File: src/logic/charge_ctl_pkg.sv
// constants for the charge state controller
// assumes a 250 MHz core clock and comparator results as single bits
package charge_ctl_pkg;

  // clock rate in kHz
  localparam int unsigned CLK_KHZ        = 250_000;
  // constant-voltage pause period, seconds
  localparam int unsigned CV_PERIOD_S    = 30;
  localparam longint unsigned CV_PERIOD_CYC =
    longint'(CV_PERIOD_S) * longint'(CLK_KHZ) * 64'd1000;
  // blink at 0.5 Hz: toggle every second
  localparam int unsigned BLINK_HALF_MS  = 1000;
  localparam longint unsigned BLINK_HALF_CYC =
    longint'(BLINK_HALF_MS) * longint'(CLK_KHZ);
  // pause length before sampling feedback, microseconds
  localparam int unsigned PAUSE_US       = 100;
  localparam int unsigned PAUSE_CYC      = PAUSE_US * (CLK_KHZ / 1000);

  // current command codes
  localparam logic [2:0] CUR_OFF         = 3'h0;
  localparam logic [2:0] CUR_TRICKLE     = 3'h1;
  localparam logic [2:0] CUR_BATT_SET    = 3'h2;
  localparam logic [2:0] CUR_INPUT_SET   = 3'h3;

  // led variant codes
  localparam logic [1:0] LED_BLINK       = 2'h0;
  localparam logic [1:0] LED_ON_CHARGING = 2'h1;

  // charge states, one-hot
  typedef enum logic [5:0] {
    ST_STANDBY = 6'b00_0001,
    ST_PRE     = 6'b00_0010,
    ST_CC      = 6'b00_0100,
    ST_CV      = 6'b00_1000,
    ST_PAUSE   = 6'b01_0000,
    ST_FULL    = 6'b10_0000
  } chg_state_t;

endpackage

File: src/logic/sense_sync.sv
// two-flop synchroniser for a bundle of comparator results
// assumes the inputs are asynchronous levels from analog comparators
`timescale 1ns/1ns
module sense_sync #(
  parameter int unsigned WIDTH = 1
) (
  // clock and reset
  input  wire logic             mclk,
  input  wire logic             reset_n,
  // raw and synchronised levels
  input  wire logic [WIDTH-1:0] async_in,
  output logic      [WIDTH-1:0] sync_out
);

  // first stage, read only by the second stage
  logic [WIDTH-1:0] meta_q;

  // ---------------------------------------------------------------
  // two flip-flops per bit
  // ---------------------------------------------------------------
  always_ff @(posedge mclk) begin
    if (!reset_n) begin
      meta_q   <= '0;
      sync_out <= '0;
    end else begin
      meta_q   <= async_in;
      sync_out <= meta_q;
    end
  end

endmodule

File: src/logic/battery_charge_state_control.sv
// charge state controller of a step-down lithium charger
// assumes analog comparators give one bit per threshold; the variant
// threshold selects (iron-phosphate) are done in the analog front end
// What this block does
// - below trickle limit: precharge, trickle current
// - between limits: constant current, set current
// - above full: cv, pause every 30 s
// - pause still above full: declare full, else resume
// - full and below recharge: restart charging
// - cc current is smaller of two settings
// - floating current set pin: no current
// - normal zone charges, above 45 half
// - above 60 degrees: stop charging
// - thermistor zones from threshold comparators
// - input sense low: throttle current
// - input sense below 1.3 V: standby
// - led variant: on charging, off full
// - ovs variant: input sense overvoltage stops
// - lfp variant: thresholds 1.8 and 1.35
// - default led: blink charging, on full
// - input over 27 V stop, 25 V restart (ovs variant off)
`timescale 1ns/1ns
module battery_charge_state_control #(
  parameter longint unsigned CV_PERIOD  = charge_ctl_pkg::CV_PERIOD_CYC,
  parameter longint unsigned BLINK_HALF = charge_ctl_pkg::BLINK_HALF_CYC,
  parameter int unsigned     PAUSE_LEN  = charge_ctl_pkg::PAUSE_CYC
) (
  // clock and reset
  input  wire logic       mclk,
  input  wire logic       reset_n,
  // feedback comparators
  input  wire logic       fb_above_trickle,
  input  wire logic       fb_above_full,
  input  wire logic       fb_above_recharge,
  // thermistor comparators (high = temperature inside the zone limit)
  input  wire logic       ntc_above_cold,
  input  wire logic       ntc_above_warm,
  input  wire logic       ntc_above_hot,
  // input sense and vin comparators
  input  wire logic       input_sense_above_reg,
  input  wire logic       input_sense_above_uvlo,
  input  wire logic       input_sense_above_ov,
  input  wire logic       vin_above_ov_trip,
  input  wire logic       vin_above_ov_release,
  // current setting pin open detectors
  input  wire logic       battery_current_set_open,
  input  wire logic       input_current_set_open,
  // smaller-setting comparator: battery setting is the lower one
  input  wire logic       battery_cc_current_lower,
  // variant straps, static
  input  wire logic       led_variant_on_charging,
  input  wire logic       ovs_variant,
  // outputs to power stage and indicator
  output logic [2:0]      current_cmd,
  output logic            half_current,
  output logic            throttle_input,
  output logic            led_on,
  output logic            charge_full,
  output logic            standby,
  output logic            ntc_source_en
);

  // ---------------------------------------------------------------
  // synchronised comparator bundle
  // ---------------------------------------------------------------
  localparam int unsigned NSENSE = 16;
  logic [NSENSE-1:0] raw_in;
  logic [NSENSE-1:0] syn;

  assign raw_in = {fb_above_trickle, fb_above_full, fb_above_recharge,
                   ntc_above_cold, ntc_above_warm, ntc_above_hot,
                   input_sense_above_reg, input_sense_above_uvlo,
                   input_sense_above_ov, vin_above_ov_trip,
                   vin_above_ov_release, battery_current_set_open,
                   input_current_set_open, battery_cc_current_lower,
                   ovs_variant, led_variant_on_charging};

  // every analog result passes two flops first
  sense_sync #(.WIDTH(NSENSE)) u_sync (
    .mclk     (mclk),
    .reset_n  (reset_n),
    .async_in (raw_in),
    .sync_out (syn)
  );

  // named views of the synchronised bits
  logic fb_trk, fb_full, fb_rch;
  logic t_cold_ok, t_warm_ok, t_hot_ok;
  logic in_reg, in_uvlo, in_ov, vin_trip, vin_rel;
  logic bset_open, iset_open, batt_lower, ovs, led_var_s;

  // feedback bits carry the variant thresholds set in the front end
  assign {fb_trk, fb_full, fb_rch, t_cold_ok, t_warm_ok, t_hot_ok,
          in_reg, in_uvlo, in_ov, vin_trip, vin_rel, bset_open,
          iset_open, batt_lower, ovs, led_var_s} = syn;

  // ---------------------------------------------------------------
  // thermistor zones
  // ---------------------------------------------------------------
  // thermistor voltage falls as temperature rises
  logic too_cold;   // below -10 degrees
  logic too_hot;    // above 60 degrees
  logic warm_zone;  // above 45, up to 60 degrees
  logic cold_hold_q;

  assign too_cold  = !t_cold_ok;
  assign too_hot   = !t_hot_ok;
  assign warm_zone = !t_warm_ok && t_hot_ok;
  assign ntc_source_en = reset_n;

  // cold stop latches until the normal zone is reached again
  always_ff @(posedge mclk) begin
    if (!reset_n) begin
      cold_hold_q <= 1'b0;
    end else if (too_cold && t_warm_ok) begin
      // a real cold reading also passes the warm limit; the all-low
      // pattern out of reset must not latch a cold stop
      cold_hold_q <= 1'b1;
    end else if (t_warm_ok) begin
      cold_hold_q <= 1'b0;
    end
  end

  // ---------------------------------------------------------------
  // input overvoltage, with hysteresis when ovs is off
  // ---------------------------------------------------------------
  logic vin_ov_q;

  always_ff @(posedge mclk) begin
    if (!reset_n) begin
      vin_ov_q <= 1'b0;
    end else if (ovs) begin
      vin_ov_q <= in_ov;
    end else if (vin_trip) begin
      vin_ov_q <= 1'b1;
    end else if (!vin_rel) begin
      vin_ov_q <= 1'b0;
    end
  end

  // thermal or input overvoltage reason to hold current at zero
  logic inhibit;
  assign inhibit = too_hot || cold_hold_q || vin_ov_q;

  // ---------------------------------------------------------------
  // cv period timer and pause timer
  // ---------------------------------------------------------------
  charge_ctl_pkg::chg_state_t state_q, state_d;
  logic [63:0] cv_cnt_q;
  logic [31:0] pause_cnt_q;
  logic        cv_tick;
  logic        pause_done;

  assign cv_tick    = (cv_cnt_q == CV_PERIOD - 64'd1);
  assign pause_done = (pause_cnt_q == PAUSE_LEN - 32'd1);

  // counts only in cv; restarts on every entry
  always_ff @(posedge mclk) begin
    if (!reset_n || state_q != charge_ctl_pkg::ST_CV) begin
      cv_cnt_q <= 64'h0000_0000_0000_0000;
    end else if (cv_tick) begin
      cv_cnt_q <= 64'h0000_0000_0000_0000;
    end else begin
      cv_cnt_q <= cv_cnt_q + 64'd1;
    end
  end

  // settle time with current off before sampling feedback
  always_ff @(posedge mclk) begin
    if (!reset_n || state_q != charge_ctl_pkg::ST_PAUSE) begin
      pause_cnt_q <= 32'h0000_0000;
    end else if (!pause_done) begin
      pause_cnt_q <= pause_cnt_q + 32'd1;
    end
  end

  // ---------------------------------------------------------------
  // charge state machine
  // ---------------------------------------------------------------
  always_comb begin
    state_d = state_q;
    unique case (state_q)
      charge_ctl_pkg::ST_STANDBY: begin
        if (in_uvlo) state_d = charge_ctl_pkg::ST_PRE;
      end
      charge_ctl_pkg::ST_PRE: begin
        if (fb_trk) state_d = charge_ctl_pkg::ST_CC;
      end
      charge_ctl_pkg::ST_CC: begin
        if (!fb_trk) state_d = charge_ctl_pkg::ST_PRE;
        else if (fb_full) state_d = charge_ctl_pkg::ST_CV;
      end
      charge_ctl_pkg::ST_CV: begin
        if (cv_tick) state_d = charge_ctl_pkg::ST_PAUSE;
      end
      charge_ctl_pkg::ST_PAUSE: begin
        if (pause_done) begin
          if (fb_full) state_d = charge_ctl_pkg::ST_FULL;
          else state_d = charge_ctl_pkg::ST_CC;
        end
      end
      charge_ctl_pkg::ST_FULL: begin
        if (!fb_rch) state_d = charge_ctl_pkg::ST_PRE;
      end
      default: state_d = charge_ctl_pkg::ST_STANDBY;
    endcase
    // undervoltage overrides every state
    if (!in_uvlo) state_d = charge_ctl_pkg::ST_STANDBY;
  end

  always_ff @(posedge mclk) begin
    if (!reset_n) begin
      state_q <= charge_ctl_pkg::ST_STANDBY;
    end else begin
      state_q <= state_d;
    end
  end

  // ---------------------------------------------------------------
  // current command
  // ---------------------------------------------------------------
  logic charging;
  assign charging = state_q inside {charge_ctl_pkg::ST_PRE,
                                    charge_ctl_pkg::ST_CC,
                                    charge_ctl_pkg::ST_CV};

  always_ff @(posedge mclk) begin
    if (!reset_n) begin
      current_cmd    <= charge_ctl_pkg::CUR_OFF;
      half_current   <= 1'b0;
      throttle_input <= 1'b0;
    end else begin
      half_current   <= warm_zone;
      // below the regulation point the loop backs off current
      throttle_input <= charging && !in_reg;
      if (!charging || inhibit || bset_open || iset_open) begin
        current_cmd <= charge_ctl_pkg::CUR_OFF;
      end else if (state_q == charge_ctl_pkg::ST_PRE) begin
        current_cmd <= charge_ctl_pkg::CUR_TRICKLE;
      end else if (batt_lower) begin
        current_cmd <= charge_ctl_pkg::CUR_BATT_SET;
      end else begin
        current_cmd <= charge_ctl_pkg::CUR_INPUT_SET;
      end
    end
  end

  // ---------------------------------------------------------------
  // status and indicator
  // ---------------------------------------------------------------
  logic [63:0] blink_cnt_q;
  logic        blink_q;

  // half-period divider for the 0.5 Hz blink
  always_ff @(posedge mclk) begin
    if (!reset_n) begin
      blink_cnt_q <= 64'h0000_0000_0000_0000;
      blink_q     <= 1'b0;
    end else if (blink_cnt_q == BLINK_HALF - 64'd1) begin
      blink_cnt_q <= 64'h0000_0000_0000_0000;
      blink_q     <= !blink_q;
    end else begin
      blink_cnt_q <= blink_cnt_q + 64'd1;
    end
  end

  logic in_charge, is_full;
  assign in_charge = charging || state_q == charge_ctl_pkg::ST_PAUSE;
  assign is_full   = (state_q == charge_ctl_pkg::ST_FULL);

  always_ff @(posedge mclk) begin
    if (!reset_n) begin
      led_on      <= 1'b0;
      charge_full <= 1'b0;
      standby     <= 1'b1;
    end else begin
      charge_full <= is_full;
      standby     <= (state_q == charge_ctl_pkg::ST_STANDBY);
      if (led_var_s) begin
        led_on <= in_charge;
      end else begin
        led_on <= is_full || (in_charge && blink_q);
      end
    end
  end

  // ---------------------------------------------------------------
  // checks
  // ---------------------------------------------------------------
  floating_pin_a: assert property (@(posedge mclk) disable iff (!reset_n)
    (bset_open || iset_open) |=> current_cmd == charge_ctl_pkg::CUR_OFF)
    else $error("current with floating set pin");
  standby_uvlo_a: assert property (@(posedge mclk) disable iff (!reset_n)
    !in_uvlo |=> state_q == charge_ctl_pkg::ST_STANDBY)
    else $error("no standby on undervoltage");
  hot_stop_a: assert property (@(posedge mclk) disable iff (!reset_n)
    too_hot |=> current_cmd == charge_ctl_pkg::CUR_OFF)
    else $error("charging while hot");
  pause_full_a: assert property (@(posedge mclk) disable iff (!reset_n)
    (state_q == charge_ctl_pkg::ST_PAUSE && pause_done && fb_full
     && in_uvlo) |=> state_q == charge_ctl_pkg::ST_FULL)
    else $error("full not declared");
  recharge_a: assert property (@(posedge mclk) disable iff (!reset_n)
    (is_full && !fb_rch && in_uvlo) |=> state_q == charge_ctl_pkg::ST_PRE)
    else $error("no recharge");
  cv_pause_a: assert property (@(posedge mclk) disable iff (!reset_n)
    (state_q == charge_ctl_pkg::ST_CV && cv_tick && in_uvlo)
    |=> state_q == charge_ctl_pkg::ST_PAUSE ##1
        current_cmd == charge_ctl_pkg::CUR_OFF)
    else $error("cv pause missed");
  trickle_cmd_a: assert property (@(posedge mclk) disable iff (!reset_n)
    (state_q == charge_ctl_pkg::ST_PRE && !inhibit && !bset_open
     && !iset_open) |=> current_cmd == charge_ctl_pkg::CUR_TRICKLE)
    else $error("no trickle in precharge");
  min_current_a: assert property (@(posedge mclk) disable iff (!reset_n)
    (state_q == charge_ctl_pkg::ST_CC && !inhibit && !bset_open
     && !iset_open && batt_lower)
    |=> current_cmd == charge_ctl_pkg::CUR_BATT_SET)
    else $error("wrong cc source");
  cold_hold_a: assert property (@(posedge mclk) disable iff (!reset_n)
    cold_hold_q |=> current_cmd == charge_ctl_pkg::CUR_OFF)
    else $error("charging while cold latched");
  half_warm_a: assert property (@(posedge mclk) disable iff (!reset_n)
    warm_zone |=> half_current)
    else $error("no half current when warm");

endmodule

File: config.mk
export PLATFORM = sky130hd
export DESIGN_NAME = battery_charge_state_control
export DESIGN_NICKNAME = d
export VERILOG_FILES = /design/src/logic/charge_ctl_pkg.sv /design/src/logic/sense_sync.sv /design/src/logic/battery_charge_state_control.sv
export SDC_FILE = /design/constraint.sdc
export NUM_CORES = 1
export LEC_CHECK = 0
export BUFFER_PORTS_ARGS = -buffer_cell sky130_fd_sc_hd__buf_2
export CORE_MARGIN = 1
export CORE_UTILIZATION = 38
export DETAILED_ROUTE_END_ITERATION = 12
export MAX_ROUTING_LAYER = met4
export PLACE_DENSITY = 0.64
export SLEW_MARGIN = 25
export SYNTH_ARGS = -nofsm -noshare
export SYNTH_HDL_FRONTEND = slang
export SYNTH_SLANG_ARGS = --single-unit
File: constraint.sdc
create_clock -name mclk -period 2.1 [get_ports mclk]
set_clock_uncertainty 0.05 [all_clocks]
set_input_delay 0.315 -clock mclk [delete_from_list [all_inputs] [get_ports mclk]]
set_output_delay 0.315 -clock mclk [all_outputs]
set_load 0.03 [all_outputs]
==> metrics.cfg <==
[critical_path]
critPathCaptureType=flop
crit_fanout=7
r2r_cells=7
crit_slowest_cell=or4_4
crit_chain=nor4_1, nand4_1, or4_4, nand3_4, buf_6, clkbuf_16, a21oi_2
rrSetupSlack_ns=-0.14
arrival_ns=2.58
r2r-start=cv_cnt_q[34]
required_ns=2.44
worst_r2r_endpoint=cv_cnt_q[47]
crit_type=flop to flop
slowest_delay_ns=0.55
critPathLaunchType=flop

[pwr]
leakagePower_nw=4.30
peakVddDrop_uv=511
p_total_w=0.00847
power_density_nw_per_um2=676

[synthesis]
synth_warnings=0
ys_ff_latch=208
async_reset_ff_share_pct=0
avgSynthCellArea_um2=8.47
synthTopCellsByArea=dfxtp_1 (45%), xor2_1 (5.5%), nor2_1 (5.3%)
yosysTopAreaCell=dfxtp_1
ys_seq_area_share_pct=44.7
ys_types=57
synth_cells=1100
synth_flop_cell=dfxtp_1
synth-edff-count=0
syn_area_um2=9320
synth_top_area_share_pct=44.7
synth_nets=1121

[detailed_routing]
drtAntennaViolNets=0
first_pass_iters=5
postRouteWirelength_um=24300
dr.first_iter.drc_count=479
vias=8726
wire_per_inst_um=15.0
drc=0
vias_per_cell=5.37

[timing]
setup_viol_count_final=75
slew_violations=0
timing.final.ws_setup_ns=-0.139
tns_ns=-4.41
timing.hold.ws_ns=0.0531
fin_crit_ns=2.24
fmax_mhz=447
period_share_pct=107
rsz0062_at_grt=true
hold_violations=0

[grt]
grt_pass1_vias=8050
gr-total-overflow=0
grt_pass1_wl_um=38600
globalRouteTotalUtil_pct=19.4
antenna_found_initial=0
grt_max_degree=40

[cts]
clk_latency_ns=0.53
cts_tree=yes
clock_path_buffers=3
cts_sinks=208
clk_pin_slew_ns=0.06
cts-root-buf=clkbuf_16
htree_num_levels=1
numCtsBuffers=24

[die]
rows=56
pin_count=27
core_um2=23800
fp.dieArea_um2=25200
dieHeight_um=159
die_x_um=159
start_util_pct=39.2

[final_layout]
fin_nets=1312
drive_gt1_share_pct=27.3
final_util_pct=52.8
regArea_um2=4190
area_delta_synth_final_pct=34.5
fin_area_um2=12500
n_fill_cell=2193
diodes=0
multi_input_area_um2=5320

[place]
gp_congestion=0.886
place_area_um2=10900
port_buffers=25
dp_hpwl_um=16000

[worst_hold_path]
min_path_type=input pin to flop
min_path_cells=2
hold_end=u_sync.meta_q[9]
hold_start=reset_n

[outcome]
violations=setup timing
status=finished with violations

[job]
cap_violations=0

-- cell families (layout without fill, tap and decap cells) --
| kind of cell | Yosys count | in the layout | synth area share [%] |
|---|---|---|---|
| AO/OA/AOI/OAI | 157 | 157 | 9.37 |
| XOR/XNOR | 92 | 92 | 8.65 |
| adder cells (fa/ha/maj) | 3 | 3 | 0.403 |
| buffers and inverters | 69 | 275 | 3.13 |
| flip-flops | 208 | 208 | 44.7 |
| multiplexers | 2 | 2 | 0.215 |
| other | 1 | 1 | 0.0402 |
| AND/OR/NAND/NOR | 568 | 569 | 33.5 |
-- synth_stat cells, types with 2 or more instances --
cell type and instances:
dfxtp_1 208, nor2_1 132, a21oi_1 69, nand3_1 65, nand4_1 65, nand2_1 64, xor2_1 59, o21ai_0 57
or3_1 53, and2_1 38, nor4_1 37, xnor2_1 33, clkbuf_1 31, nor3_1 25, inv_1 23, or4_1 21
and3_1 15, and4_1 15, o31ai_1 15, buf_2 7, nor4b_1 6, buf_1 3, ha_1 3, nand2b_1 3
nand4b_1 3, or2_2 3, or3_2 3, or4_4 3, a21bo_2 2, a21o_1 2, and4b_1 2, buf_4 2
buf_6 2, mux2i_1 2, nand3b_1 2, nand4_2 2, nor3b_1 2, nor4_2 2, nor4bb_1 2, o21a_1 2
-- cells in the final DEF, fill, tap and decap left out, drive strengths merged, types with 38 or more instances in the layout --
| cell | netlist | final |
|---|---|---|
| buf | 14 | 192 |
| nand3 | 66 | 66 |
| or3 | 56 | 56 |
| and2 | 38 | 38 |
| nand4 | 67 | 67 |
| nor4 | 39 | 39 |
| a21oi | 69 | 69 |
| nor2 | 132 | 132 |
| o21ai | 57 | 57 |
| nand2 | 64 | 64 |
| xor2 | 59 | 59 |
| dfxtp | 208 | 208 |
-- layout make-up --
cell class	instances	share of cell area [%]
multi-input combinational	824	42.4
sequential	208	33.4
timing repair buffer	210	13.8
clock buffer	30	5.13
tap	319	3.18
clock inverter	12	1.39
inverter	23	0.689
-- power by group --
part           leakage (nW)  internal, W  switching [W]  total (W)
logic                  2.20    0.0000814      0.0000849   0.000166
clock network         0.402      0.00266        0.00165    0.00431
registers              1.70      0.00398      0.0000147    0.00400
-- per-stage QoR --
stage	std cells	setup slack, ns
final	1626	-0.139
after detailed placement	1546	-0.0992
after global routing	1626	-0.195
after floorplan	1100	-0.0863
after CTS	1621	-0.0801
after global placement	1546	-0.0614
-- flip-flops by register name, summed over array words and instances (netlist names) --
register and count:
led_on 1, throttle_input 1, cold_hold_q 1, blink_q 1, standby 1, cv_cnt_q 64
vin_ov_q 1, half_current 1, current_cmd 2, charge_full 1, blink_cnt_q 64, pause_cnt_q 32
u_sync.sync_out 16, u_sync.meta_q 16, state_q 6
-- worst max-delay path, delay by kind of cell (launching register included) --
family / cells / cell delay, ns
AOI/OAI and AO/OA: 1 / 0.03
buffers and inverters: 2 / 0.29
DFF: 1 / 0.36
and+or+nand+nor: 4 / 1.38
-- routing by layer --
metal	routed length, um	global-route usage [%]
met2	11200	31.4
met3	1010	3.18
met5	0	-
met4	586	4.90
met1	11500	25.2
-- worst max path at each step --
| stage | startpoint | to | cells after the start |
|---|---|---|---|
| floorplan | blink_cnt_q[30] | blink_cnt_q[62] | 7 |
| global placement | blink_cnt_q[37] | blink_cnt_q[50] | 5 |
| detailed placement | blink_cnt_q[5] | blink_cnt_q[55] | 5 |
| CTS | blink_cnt_q[4] | blink_cnt_q[55] | 5 |
| global route | blink_cnt_q[4] | blink_cnt_q[35] | 6 |
| finish | cv_cnt_q[34] | cv_cnt_q[47] | 7 |
-- repair_timing --
| item | CTS | global route |
|---|---|---|
| endpoints found under the hold margin | 16 | 0 |
| hold buffers | 16 | 0 |
| buffers inserted | 13 | 5 |
| pin swaps | 26 | 18 |
| setup endpoints to repair | 120 | 129 |
| resized for setup | 38 | 91 |
| gates cloned | 5 | 2 |
Power figures use the tool's default switching activity.
